$ cat src/acs_pkg.sv
// Constants for the converter sequencer.
// Assumes a single system clock domain.
package acs_pkg;
   //==========================================================
   // Conversion timing in converter clock periods
   localparam int CONV_PERIODS   = 16;
   localparam int SAMPLE_PERIODS = 4;
   localparam int RESULT_W       = 12;
   localparam logic [11:0] FULL_SCALE = 12'hFFF;
   //==========================================================
   // Clock select codes
   localparam logic [2:0] CLK_DIV2  = 3'h0;
   localparam logic [2:0] CLK_DIV8  = 3'h1;
   localparam logic [2:0] CLK_DIV32 = 3'h2;
   localparam logic [2:0] CLK_DIV1  = 3'h4;
   localparam logic [2:0] CLK_DIV4  = 3'h5;
   localparam logic [2:0] CLK_DIV16 = 3'h6;
   //==========================================================
   // Reset values
   localparam logic [2:0] CLK_SEL_RESET = 3'h0;
   localparam logic [11:0] RESULT_RESET = 12'h000;
   //==========================================================
   // Sequencer states
   typedef enum logic [1:0]
   {
      ACS_IDLE   = 2'b00,
      ACS_ARMED  = 2'b01,
      ACS_SAMPLE = 2'b10,
      ACS_CONV   = 2'b11
   } acs_state_t;
endpackage : acs_pkg

$ cat src/acs_clk_div.sv
// Converter clock enable generator.
// Assumes codes are latched by the caller during conversion.
`timescale 1ns/1ps
module acs_clk_div
(
   clk_sys,
   rst_b,
   run,
   clk_select,
   tick
);
   input  wire logic       clk_sys;
   input  wire logic       rst_b;
   input  wire logic       run;
   input  wire logic [2:0] clk_select;
   output      logic       tick;

   logic [4:0] count;

   //==========================================================
   // Terminal count for each legal code
   function automatic logic [4:0] acs_div_last(input logic [2:0] sel);
      unique case (sel)
         acs_pkg::CLK_DIV1:  acs_div_last = 5'h00;
         acs_pkg::CLK_DIV2:  acs_div_last = 5'h01;
         acs_pkg::CLK_DIV4:  acs_div_last = 5'h03;
         acs_pkg::CLK_DIV8:  acs_div_last = 5'h07;
         acs_pkg::CLK_DIV16: acs_div_last = 5'h0F;
         acs_pkg::CLK_DIV32: acs_div_last = 5'h1F;
         default:            acs_div_last = 5'h1F;
      endcase
   endfunction : acs_div_last

   always_ff @(posedge clk_sys)
   begin
      if (!rst_b || !run)
      begin
         count <= 5'h00;
         tick  <= 1'b0;
      end
      else if (count >= acs_div_last(clk_select))
      begin
         count <= 5'h00;
         tick  <= 1'b1;
      end
      else
      begin
         count <= count + 5'h01;
         tick  <= 1'b0;
      end
   end
endmodule : acs_clk_div

$ cat src/acs_sar_core.sv
// Successive approximation register stepping.
// Assumes compare_high comes from the analog comparator.
`timescale 1ns/1ps
module acs_sar_core
(
   clk_sys,
   rst_b,
   clear,
   step,
   compare_high,
   trial,
   code
);
   input  wire logic        clk_sys;
   input  wire logic        rst_b;
   input  wire logic        clear;
   input  wire logic        step;
   input  wire logic        compare_high;
   output      logic [11:0] trial;
   output      logic [11:0] code;

   logic [11:0] mask;

   assign trial = code | mask;

   always_ff @(posedge clk_sys)
   begin
      if (!rst_b || clear)
      begin
         code <= acs_pkg::RESULT_RESET;
         mask <= 12'h800;
      end
      else if (step && (mask != 12'h000))
      begin
         if (compare_high)
            code <= code | mask;
         mask <= mask >> 1;
      end
   end
endmodule : acs_sar_core

$ cat src/acs_seq.sv
// Top of the converter sequencer: start strobe, timing, result, flag.
// Assumes register bits arrive as plain synchronous ports and the
// comparator output is asynchronous.
`timescale 1ns/1ps
module acs_seq
(
   clk_sys,
   rst_b,
   start,
   channel_select,
   analog_pin_config,
   conv_clock_select,
   converter_power_off,
   global_irq_enable,
   multi_function_irq_enable,
   conv_irq_enable,
   stack_full,
   conv_irq_flag_clear,
   comparator_in,
   conversion_pending_n,
   conv_irq_flag,
   conv_irq_request,
   result_low,
   result_high,
   mux_channel,
   analog_pin_enable,
   converter_powered,
   sampling,
   dac_trial
);
   input  wire logic        clk_sys;
   input  wire logic        rst_b;
   input  wire logic        start;
   input  wire logic [1:0]  channel_select;
   input  wire logic [3:0]  analog_pin_config;
   input  wire logic [2:0]  conv_clock_select;
   input  wire logic        converter_power_off;
   input  wire logic        global_irq_enable;
   input  wire logic        multi_function_irq_enable;
   input  wire logic        conv_irq_enable;
   input  wire logic        stack_full;
   input  wire logic        conv_irq_flag_clear;
   input  wire logic        comparator_in;
   output      logic        conversion_pending_n;
   output      logic        conv_irq_flag;
   output      logic        conv_irq_request;
   output      logic [7:0]  result_low;
   output      logic [7:0]  result_high;
   output      logic [1:0]  mux_channel;
   output      logic [3:0]  analog_pin_enable;
   output      logic        converter_powered;
   output      logic        sampling;
   output      logic [11:0] dac_trial;

   acs_pkg::acs_state_t state;
   acs_pkg::acs_state_t next_state;

   logic        start_d;
   logic        cmp_s1;
   logic        cmp_s2;
   logic        cmp_s3;
   logic        cmp_clean;
   logic [2:0]  clk_sel_held;
   logic [4:0]  period_cnt;
   logic        tick;
   logic        running;
   logic        done;
   logic        power_ok;
   logic        sar_clear;
   logic        sar_step;
   logic [11:0] trial;
   logic [11:0] code;
   logic [11:0] final_code;
   logic        finish;
   logic        irq_enabled;

   //==========================================================
   // Power and pin routing
   assign power_ok = !converter_power_off
                     && (analog_pin_config != 4'h0);

   always_ff @(posedge clk_sys)
   begin
      if (!rst_b)
      begin
         analog_pin_enable <= 4'h0;
         converter_powered <= 1'b0;
      end
      else
      begin
         analog_pin_enable <= analog_pin_config;
         converter_powered <= power_ok;
      end
   end

   //==========================================================
   // Comparator input synchroniser with agreement filter
   always_ff @(posedge clk_sys)
   begin
      if (!rst_b)
      begin
         cmp_s1    <= 1'b0;
         cmp_s2    <= 1'b0;
         cmp_s3    <= 1'b0;
         cmp_clean <= 1'b0;
      end
      else
      begin
         cmp_s1 <= comparator_in;
         cmp_s2 <= cmp_s1;
         cmp_s3 <= cmp_s2;
         if (cmp_s2 == cmp_s3)
            cmp_clean <= cmp_s3;
      end
   end

   //==========================================================
   // Sequencer
   assign running = (state == acs_pkg::ACS_SAMPLE)
                    || (state == acs_pkg::ACS_CONV);
   assign done = running && tick
                 && (period_cnt == 5'(acs_pkg::CONV_PERIODS - 1));

   always_comb
   begin
      next_state = state;
      unique case (state)
         acs_pkg::ACS_IDLE:
            if (start && !start_d && power_ok)
               next_state = acs_pkg::ACS_ARMED;
         // Start held high keeps converter in reset
         acs_pkg::ACS_ARMED:
            if (!power_ok)
               next_state = acs_pkg::ACS_IDLE;
            else if (!start)
               next_state = acs_pkg::ACS_SAMPLE;
         acs_pkg::ACS_SAMPLE:
            if (!power_ok)
               next_state = acs_pkg::ACS_IDLE;
            else if (start)
               next_state = acs_pkg::ACS_ARMED;
            else if (tick && period_cnt ==
                     5'(acs_pkg::SAMPLE_PERIODS - 1))
               next_state = acs_pkg::ACS_CONV;
         acs_pkg::ACS_CONV:
            if (!power_ok)
               next_state = acs_pkg::ACS_IDLE;
            else if (start)
               next_state = acs_pkg::ACS_ARMED;
            else if (done)
               next_state = acs_pkg::ACS_IDLE;
      endcase
   end

   always_ff @(posedge clk_sys)
   begin
      if (!rst_b)
      begin
         state   <= acs_pkg::ACS_IDLE;
         start_d <= 1'b0;
      end
      else
      begin
         state   <= next_state;
         start_d <= start;
      end
   end

   always_ff @(posedge clk_sys)
   begin
      if (!rst_b || !running)
         period_cnt <= 5'h00;
      else if (tick)
         period_cnt <= period_cnt + 5'h01;
   end

   //==========================================================
   // Settings held during a conversion
   always_ff @(posedge clk_sys)
   begin
      if (!rst_b)
      begin
         clk_sel_held <= acs_pkg::CLK_SEL_RESET;
         mux_channel  <= 2'h0;
      end
      else if (!running)
      begin
         clk_sel_held <= conv_clock_select;
         mux_channel  <= channel_select;
      end
   end

   // Comparator path lags about six clocks
   // Ratios below eight leave SAR bits stale
   acs_clk_div u_div
   (
      .clk_sys    (clk_sys),
      .rst_b      (rst_b),
      .run        (running),
      .clk_select (clk_sel_held),
      .tick       (tick)
   );

   assign sar_clear = (state == acs_pkg::ACS_ARMED);
   assign sar_step  = tick && (state == acs_pkg::ACS_CONV);

   acs_sar_core u_sar
   (
      .clk_sys      (clk_sys),
      .rst_b        (rst_b),
      .clear        (sar_clear),
      .step         (sar_step),
      .compare_high (cmp_clean),
      .trial        (trial),
      .code         (code)
   );

   always_ff @(posedge clk_sys)
   begin
      if (!rst_b)
      begin
         sampling  <= 1'b0;
         dac_trial <= acs_pkg::RESULT_RESET;
      end
      else
      begin
         sampling  <= (next_state == acs_pkg::ACS_SAMPLE);
         dac_trial <= trial;
      end
   end

   //==========================================================
   // Completion and interrupt gating
   // Last SAR step lands on the finishing edge
   assign finish      = done && !start && power_ok;
   assign final_code  = cmp_clean ? trial : code;
   assign irq_enabled = global_irq_enable
                        && multi_function_irq_enable
                        && conv_irq_enable;

   //==========================================================
   // Result, pending bit and request flag
   always_ff @(posedge clk_sys)
   begin
      if (!rst_b)
      begin
         result_low  <= 8'h00;
         result_high <= 8'h00;
      end
      else if (finish)
      begin
         result_low  <= final_code[7:0];
         result_high <= {4'h0, final_code[11:8]};
      end
   end

   always_ff @(posedge clk_sys)
   begin
      if (!rst_b)
         conversion_pending_n <= 1'b1;
      // Arming or re-arming reopens the bit
      else if (next_state == acs_pkg::ACS_ARMED)
         conversion_pending_n <= 1'b1;
      else if (finish)
         conversion_pending_n <= 1'b0;
   end

   always_ff @(posedge clk_sys)
   begin
      if (!rst_b)
         conv_irq_flag <= 1'b0;
      else if (finish)
         conv_irq_flag <= 1'b1;
      else if (conv_irq_flag_clear)
         conv_irq_flag <= 1'b0;
   end

   always_ff @(posedge clk_sys)
   begin
      if (!rst_b)
         conv_irq_request <= 1'b0;
      else
         conv_irq_request <= conv_irq_flag && irq_enabled
                             && !stack_full;
   end
endmodule : acs_seq

$ cat config.mk
export PLATFORM = sky130hd
export DESIGN_NAME = acs_seq
export DESIGN_NICKNAME = d
export VERILOG_FILES = /design/src/acs_pkg.sv /design/src/acs_clk_div.sv /design/src/acs_sar_core.sv /design/src/acs_seq.sv
export SDC_FILE = /design/constraint.sdc
export NUM_CORES = 1
export LEC_CHECK = 0
export ABC_AREA = 1
export BUFFER_PORTS_ARGS = -buffer_cell sky130_fd_sc_hd__buf_4
export CAP_MARGIN = 0
export CORE_UTILIZATION = 30
export CTS_BUF_LIST = sky130_fd_sc_hd__clkbuf_8
export DETAILED_ROUTE_END_ITERATION = 7
export MAX_ROUTING_LAYER = met4
export PLACE_DENSITY_LB_ADDON = 0.15
export SYNTH_ARGS = -nofsm -noshare
export SYNTH_HDL_FRONTEND = slang
export SYNTH_SLANG_ARGS = --single-unit
$ cat constraint.sdc
create_clock -name clk_sys -period 2.1 [get_ports clk_sys]
set_clock_uncertainty 0.05 [all_clocks]
set_input_delay 0.21 -clock clk_sys [delete_from_list [all_inputs] [get_ports clk_sys]]
set_output_delay 0.21 -clock clk_sys [all_outputs]
set_load 0.005 [all_outputs]
==> results of run 1 <==
[power by group]
part           internal, mW  switching, mW  leakage [nW]
Combinational        0.0664         0.0715         0.987
Clock                 0.490          0.551        0.0927
Sequential             1.53        0.00977         0.648
Total                  2.09          0.632          1.73
[layer usage]
| metal | vias to the layer above | routed length [um] | part of all wire | GRT usage |
|---|---|---|---|---|
| met4 | 0 | 121 | 0.017 | 0.0673 |
| met1 | 1185 | 3600 | 0.51 | 0.196 |
| met3 | 11 | 491 | 0.069 | 0.0269 |
| met5 | - | 0 | 0 | - |
| li1 | 1400 | - | - | - |
| met2 | 70 | 2880 | 0.41 | 0.201 |
[area by class of cell]
type | count | share of cell area
well taps | 136 | 0.0437
repair buffers | 62 | 0.126
inverters | 60 | 0.0587
multi-input cells | 258 | 0.313
flip-flops and latches | 80 | 0.411
clock inverters | 5 | 0.00835
clock buffers | 11 | 0.0388
[through the flow]
stage	area, um^2	util
after floorplan	3160	-
after global placement	3640	0.356
after detailed placement	3640	0.356
after CTS	3890	0.380
after global routing	3900	0.381
final	3900	0.381
[worst reg2reg max path: cells and delay by family, from the launching register on]
kind	cells	cell delay, ns
adder cells (fa/ha/maj)	2	0.40
buffers and inverters	2	0.24
flip-flops	1	0.37
AND/OR/NAND/NOR	6	0.74
[synth_stat cells (4+ instances only)]
cell type   n
inv_1      57
nor2_1     76
dfxtp_1    80
o21ai_0    33
nor3_1      5
buf_2       4
clkbuf_1    4
nand3_1    15
nand4_1     5
ha_1        8
buf_4       7
nand2_1    61
a21oi_1    40
[kinds of logic (layout without fill, tap and decap cells)]
logic type,count (synthesis),in the layout,synth area share
and+or+nand+nor,165,165,0.214
DFF,80,80,0.509
AOI/OAI and AO/OA,78,78,0.127
buffers and inverters,78,138,0.109
adders and majority gates,8,8,0.0318
xor gates and xnor gates,3,3,0.00836
other,1,4,0.00119
[registers in the layout (all words and copies together) (netlist names), 3 cells and up]
register           count
analog_pin_enable      4
clk_sel_held           3
dac_trial             12
period_cnt             5
result_high            4
result_low             8
u_div.count            5
u_sar.code            12
u_sar.mask            12
[path summary, 6_finish.rpt]
path / from / end / slack [ns] / depth (start not counted)
max reg2reg: period_cnt[1]$_SDFFE_PP0P_ / result_high[3]$_SDFFE_PN0P_ / 0.25 / 10
min: start / start_d$_SDFF_PN0_ / 0.03 / 3
max: period_cnt[1]$_SDFFE_PP0P_ / result_high[3]$_SDFFE_PN0P_ / 0.25 / 10
min reg2reg: cmp_s1$_SDFF_PN0_ / cmp_s2$_SDFF_PN0_ / 0.39 / 2
[repair_timing]
action / in CTS / in global routing
endpoints found under the setup margin: 0 / 13
endpoints found under the hold margin: 6 / 0
gates resized for setup: 0 / 5
hold buffers: 6 / 0
==> impl_metrics.toml, run 1 <==
[clock_tree]
clkSinkCount = 80
cts.clk_slew.worst_paths_ns = 0.08
numCtsBuffers = 9
cts-root-buf = "clkbuf_8"
cts-htree-levels = 3
cts_tree = "yes"
clock_latency_ns = 0.35
clockBufferDepth = 2
post-cts-setup-buffers = 0

[pwr]
total_power_mw = 2.72
leakagePower_nw = 1.73
ir_worst_vdd_v = 0.000225
p_per_area_mw_per_mm2 = 698

[drt]
drtIter0Drc = 140
ant_nets = 0
via_per_inst = 4.36
drc = 0
drt_first_pass_iters = 4
routed_wl_um = 7090
vias = 2666
wl_per_cell_um = 11.6

[setup_path]
cpMaxStageDelayCell = "dfxtp_1"
critical_path_class = "reg -> reg"
crit_required_ns = 2.34
cp-end-kind = "flop"
crit_arrival_ns = 2.09
crit_buf_inv = 2
cp_max_fo = 14
slowest_delay_ns = 0.37
cp_cell_sequence = "ha_1 > inv_1 > nor3_1 > ha_1 > nand2_1 > nor2_1 > nand3_4 > inv_4 > nor2_1 > nor2_1"
critical_path.top_delay_family = "simple AND/OR/NAND/NOR gates"
crit_top_cell = "nor2_1"
start_kind = "flop"

[timing]
setup_tns_ns = 0
setup_violations = 0
hold_ws_ns = 0.0260
fin_crit_sh = 0.882
finalHoldViolCount = 0
fmax_mhz = 540
slew_viol_final = 0
min_period_ns = 1.85
fin_ws_ns = 0.249
rsz0062_at_grt = "false"

[layout]
areaGrowthSynthToFinish_pct = 24.0
seq_area_mm2 = 0.00160
diodes = 0
fin_nets = 498
finalNonFillerCells = 612
drive_gt1_frac = 0.162
multiInputGateArea_mm2 = 0.00122
fillers = 1083
layout_commonest_cell = "dfxtp_1"
layout_common_cells = "dfxtp_1, nor2_1, nand2_1, inv_1, buf_4"

[synthesis]
yosysWarnings = 0
ys_seq_elements = 80
avgSynthCellArea_um2 = 7.61
synth.largest_area_cell = "dfxtp_1"
syn_area_mm2 = 0.00314
synth.distinct_cells = 27
synthTopCellsByArea = "dfxtp_1, nor2_1, nand2_1, inv_1, a21oi_1"
yosysTopAreaCellShare = 0.509
syn_inst = 413
yosysSeqAreaShare = 0.509
synth_edf_count = 0
synthArstFlopShare = 0
synthFlopType = "dfxtp_1"

[global_routing]
grt_max_degree = 30
antenna_found_initial = 0
grtUsageTotal = 0.143
grt_pass1_vias = 2517
grt_pass1_wl_um = 11900
overflow = 0

[placement]
io_buffer_count = 53
gp_congestion = 0.783
hpwl_um = 5020
pre_cts_ws_ns = 0.190
placed_cells = 590

[floorplanning]
start_util = 0.307
die_width_um = 104
core_mm2 = 0.0102
ios = 58
dieArea_mm2 = 0.0109
fp-row-count = 37
die_h_um = 104

[outcome]
status = "finished, final reports clean"

[job]
drv_cap = 0

[min_path]
hold_path.class = "in -> reg"
(Power assumes the default switching activity.)
==> inputs of run 2 (changes only) <==
- CORE_MARGIN: unset -> 2
- SKIP_CTS_REPAIR_TIMING: unset -> 1
==> run 2 against run 1 <==
  * Via count decreased by 0.98%
  * Largest cell class unchanged
  * Sequential power hardly changed
  * Design area down 0.77%
  * Cell count unchanged
==> impl_metrics.toml, run 2 (synthesis gave the netlist of run 1 again) <==
[setup_path]
start_kind = "flop"
crit_arrival_ns = 2.04
crit_required_ns = 2.30
cp_max_fo = 14
critical_path_class = "reg -> reg"
cp-end-kind = "flop"

[layout]
fillers = 1092
diodes = 0
finalNonFillerCells = 612
areaGrowthSynthToFinish_pct = 23.0
finalCoreUtilization = 0.378
layout_commonest_cell = "dfxtp_1"
fin_nets = 498
top_regs = "dac_trial: 12 flops, u_sar.code: 12 flops, u_sar.mask: 12 flops"
drive_gt1_frac = 0.162
layout_common_cells = "dfxtp_1, nor2_1, nand2_1, inv_1, buf_4"

[global_routing]
grt_pass1_wl_um = 11800
antenna_found_initial = 0
grtUsageTotal = 0.139
overflow = 0
grt_pass1_vias = 2474
grt_max_degree = 30

[drt]
ant_nets = 0
drt_first_pass_iters = 5
drc = 0
wl_per_cell_um = 11.7
routed_wl_um = 7180
drtIter0Drc = 146
vias = 2640
via_per_inst = 4.31

[floorplanning]
die_width_um = 106
ios = 58
dieArea_mm2 = 0.0113
fp-row-count = 37
die_h_um = 106
start_util = 0.307
core_mm2 = 0.0102

[placement]
placed_cells = 590
io_buffer_count = 53
hpwl_um = 5100
gp_congestion = 0.744

[timing]
min_period_ns = 1.85
setup_violations = 0
finalHoldViolCount = 0
rsz0062_at_grt = "false"
slew_viol_final = 0
setup_tns_ns = 0
fmax_mhz = 542
hold_ws_ns = 0.0166
fin_crit_sh = 0.879

[clock_tree]
cts-htree-levels = 3
clockBufferDepth = 2
clock_latency_ns = 0.35
cts_tree = "yes"
cts-root-buf = "clkbuf_8"
numCtsBuffers = 9
cts.clk_slew.worst_paths_ns = 0.08
clkSinkCount = 80

[pwr]
leakagePower_nw = 1.72
ir_worst_vdd_v = 0.000263
p_per_area_mw_per_mm2 = 692

[job]
drv_cap = 0

[outcome]
status = "finished, final reports clean"

[min_path]
hold_path.class = "in -> reg"
## run 2: changes by cell type in the layout (fill, tap and decap cells not counted)
cell and delta:
o21ai_0 +3, o21ai_1 -3, clkbuf_8 -2, clkinv_4 +2, buf_12 -1, buf_4 +1, nand3_2 +1, nand3_4 -1
## run 2: layout make-up
class	instances	area (um^2)	share of cell area
Clock buffer	9	124	0.0320
Clock inverter	7	50.0	0.0129
Inverter	60	229	0.0592
Multi-Input combinational cell	258	1210	0.313
Sequential cell	80	1600	0.414
Tap cell	136	170	0.0440
Timing Repair Buffer	62	480	0.124
## run 2: critical path, stage by stage, from the launching register on
cell and delay [ns]:
dfxtp_1 0.37, ha_1 0.18, inv_1 0.05, nor3_1 0.13
ha_1 0.21, nand2_1 0.06, nor2_1 0.10, nand3_2 0.24
o21ai_0 0.27, nor2_1 0.06
## run 2: path summary, 6_finish.rpt
check / from / slack (ns) / cells after the start / to
worst max-delay path: period_cnt[1]$_SDFFE_PP0P_ / 0.25 / 9 / result_low[1]$_SDFFE_PN0P_
worst min-delay path: start / 0.02 / 3 / start_d$_SDFF_PN0_
worst max register to register: period_cnt[1]$_SDFFE_PP0P_ / 0.25 / 9 / result_low[1]$_SDFFE_PN0P_
worst min register to register: cmp_s1$_SDFF_PN0_ / 0.38 / 2 / cmp_s2$_SDFF_PN0_
## run 2: metal layers
layer | track usage | vias to the layer above | routed length (um)
li1 | - | 1405 | -
met1 | 0.190 | 1160 | 3830
met2 | 0.187 | 63 | 2760
met3 | 0.0349 | 12 | 434
met4 | 0.0705 | 0 | 153
met5 | - | - | 0
## run 2: power by group
group          switching (mW)  total, mW  internal [mW]
Clock                   0.574       1.00          0.428
Combinational          0.0698      0.132         0.0627
Sequential            0.00959       1.54           1.53
Total                   0.654       2.68           2.02
## run 2: through the flow
step	cell area (um^2)	setup slack, ns	power, mW
floorplan	3160	0.469	1.65
global placement	3630	0.265	1.70
detailed placement	3630	0.204	1.70
CTS	3800	0.193	2.71
global route	3870	0.0431	2.81
finish	3870	0.255	2.68
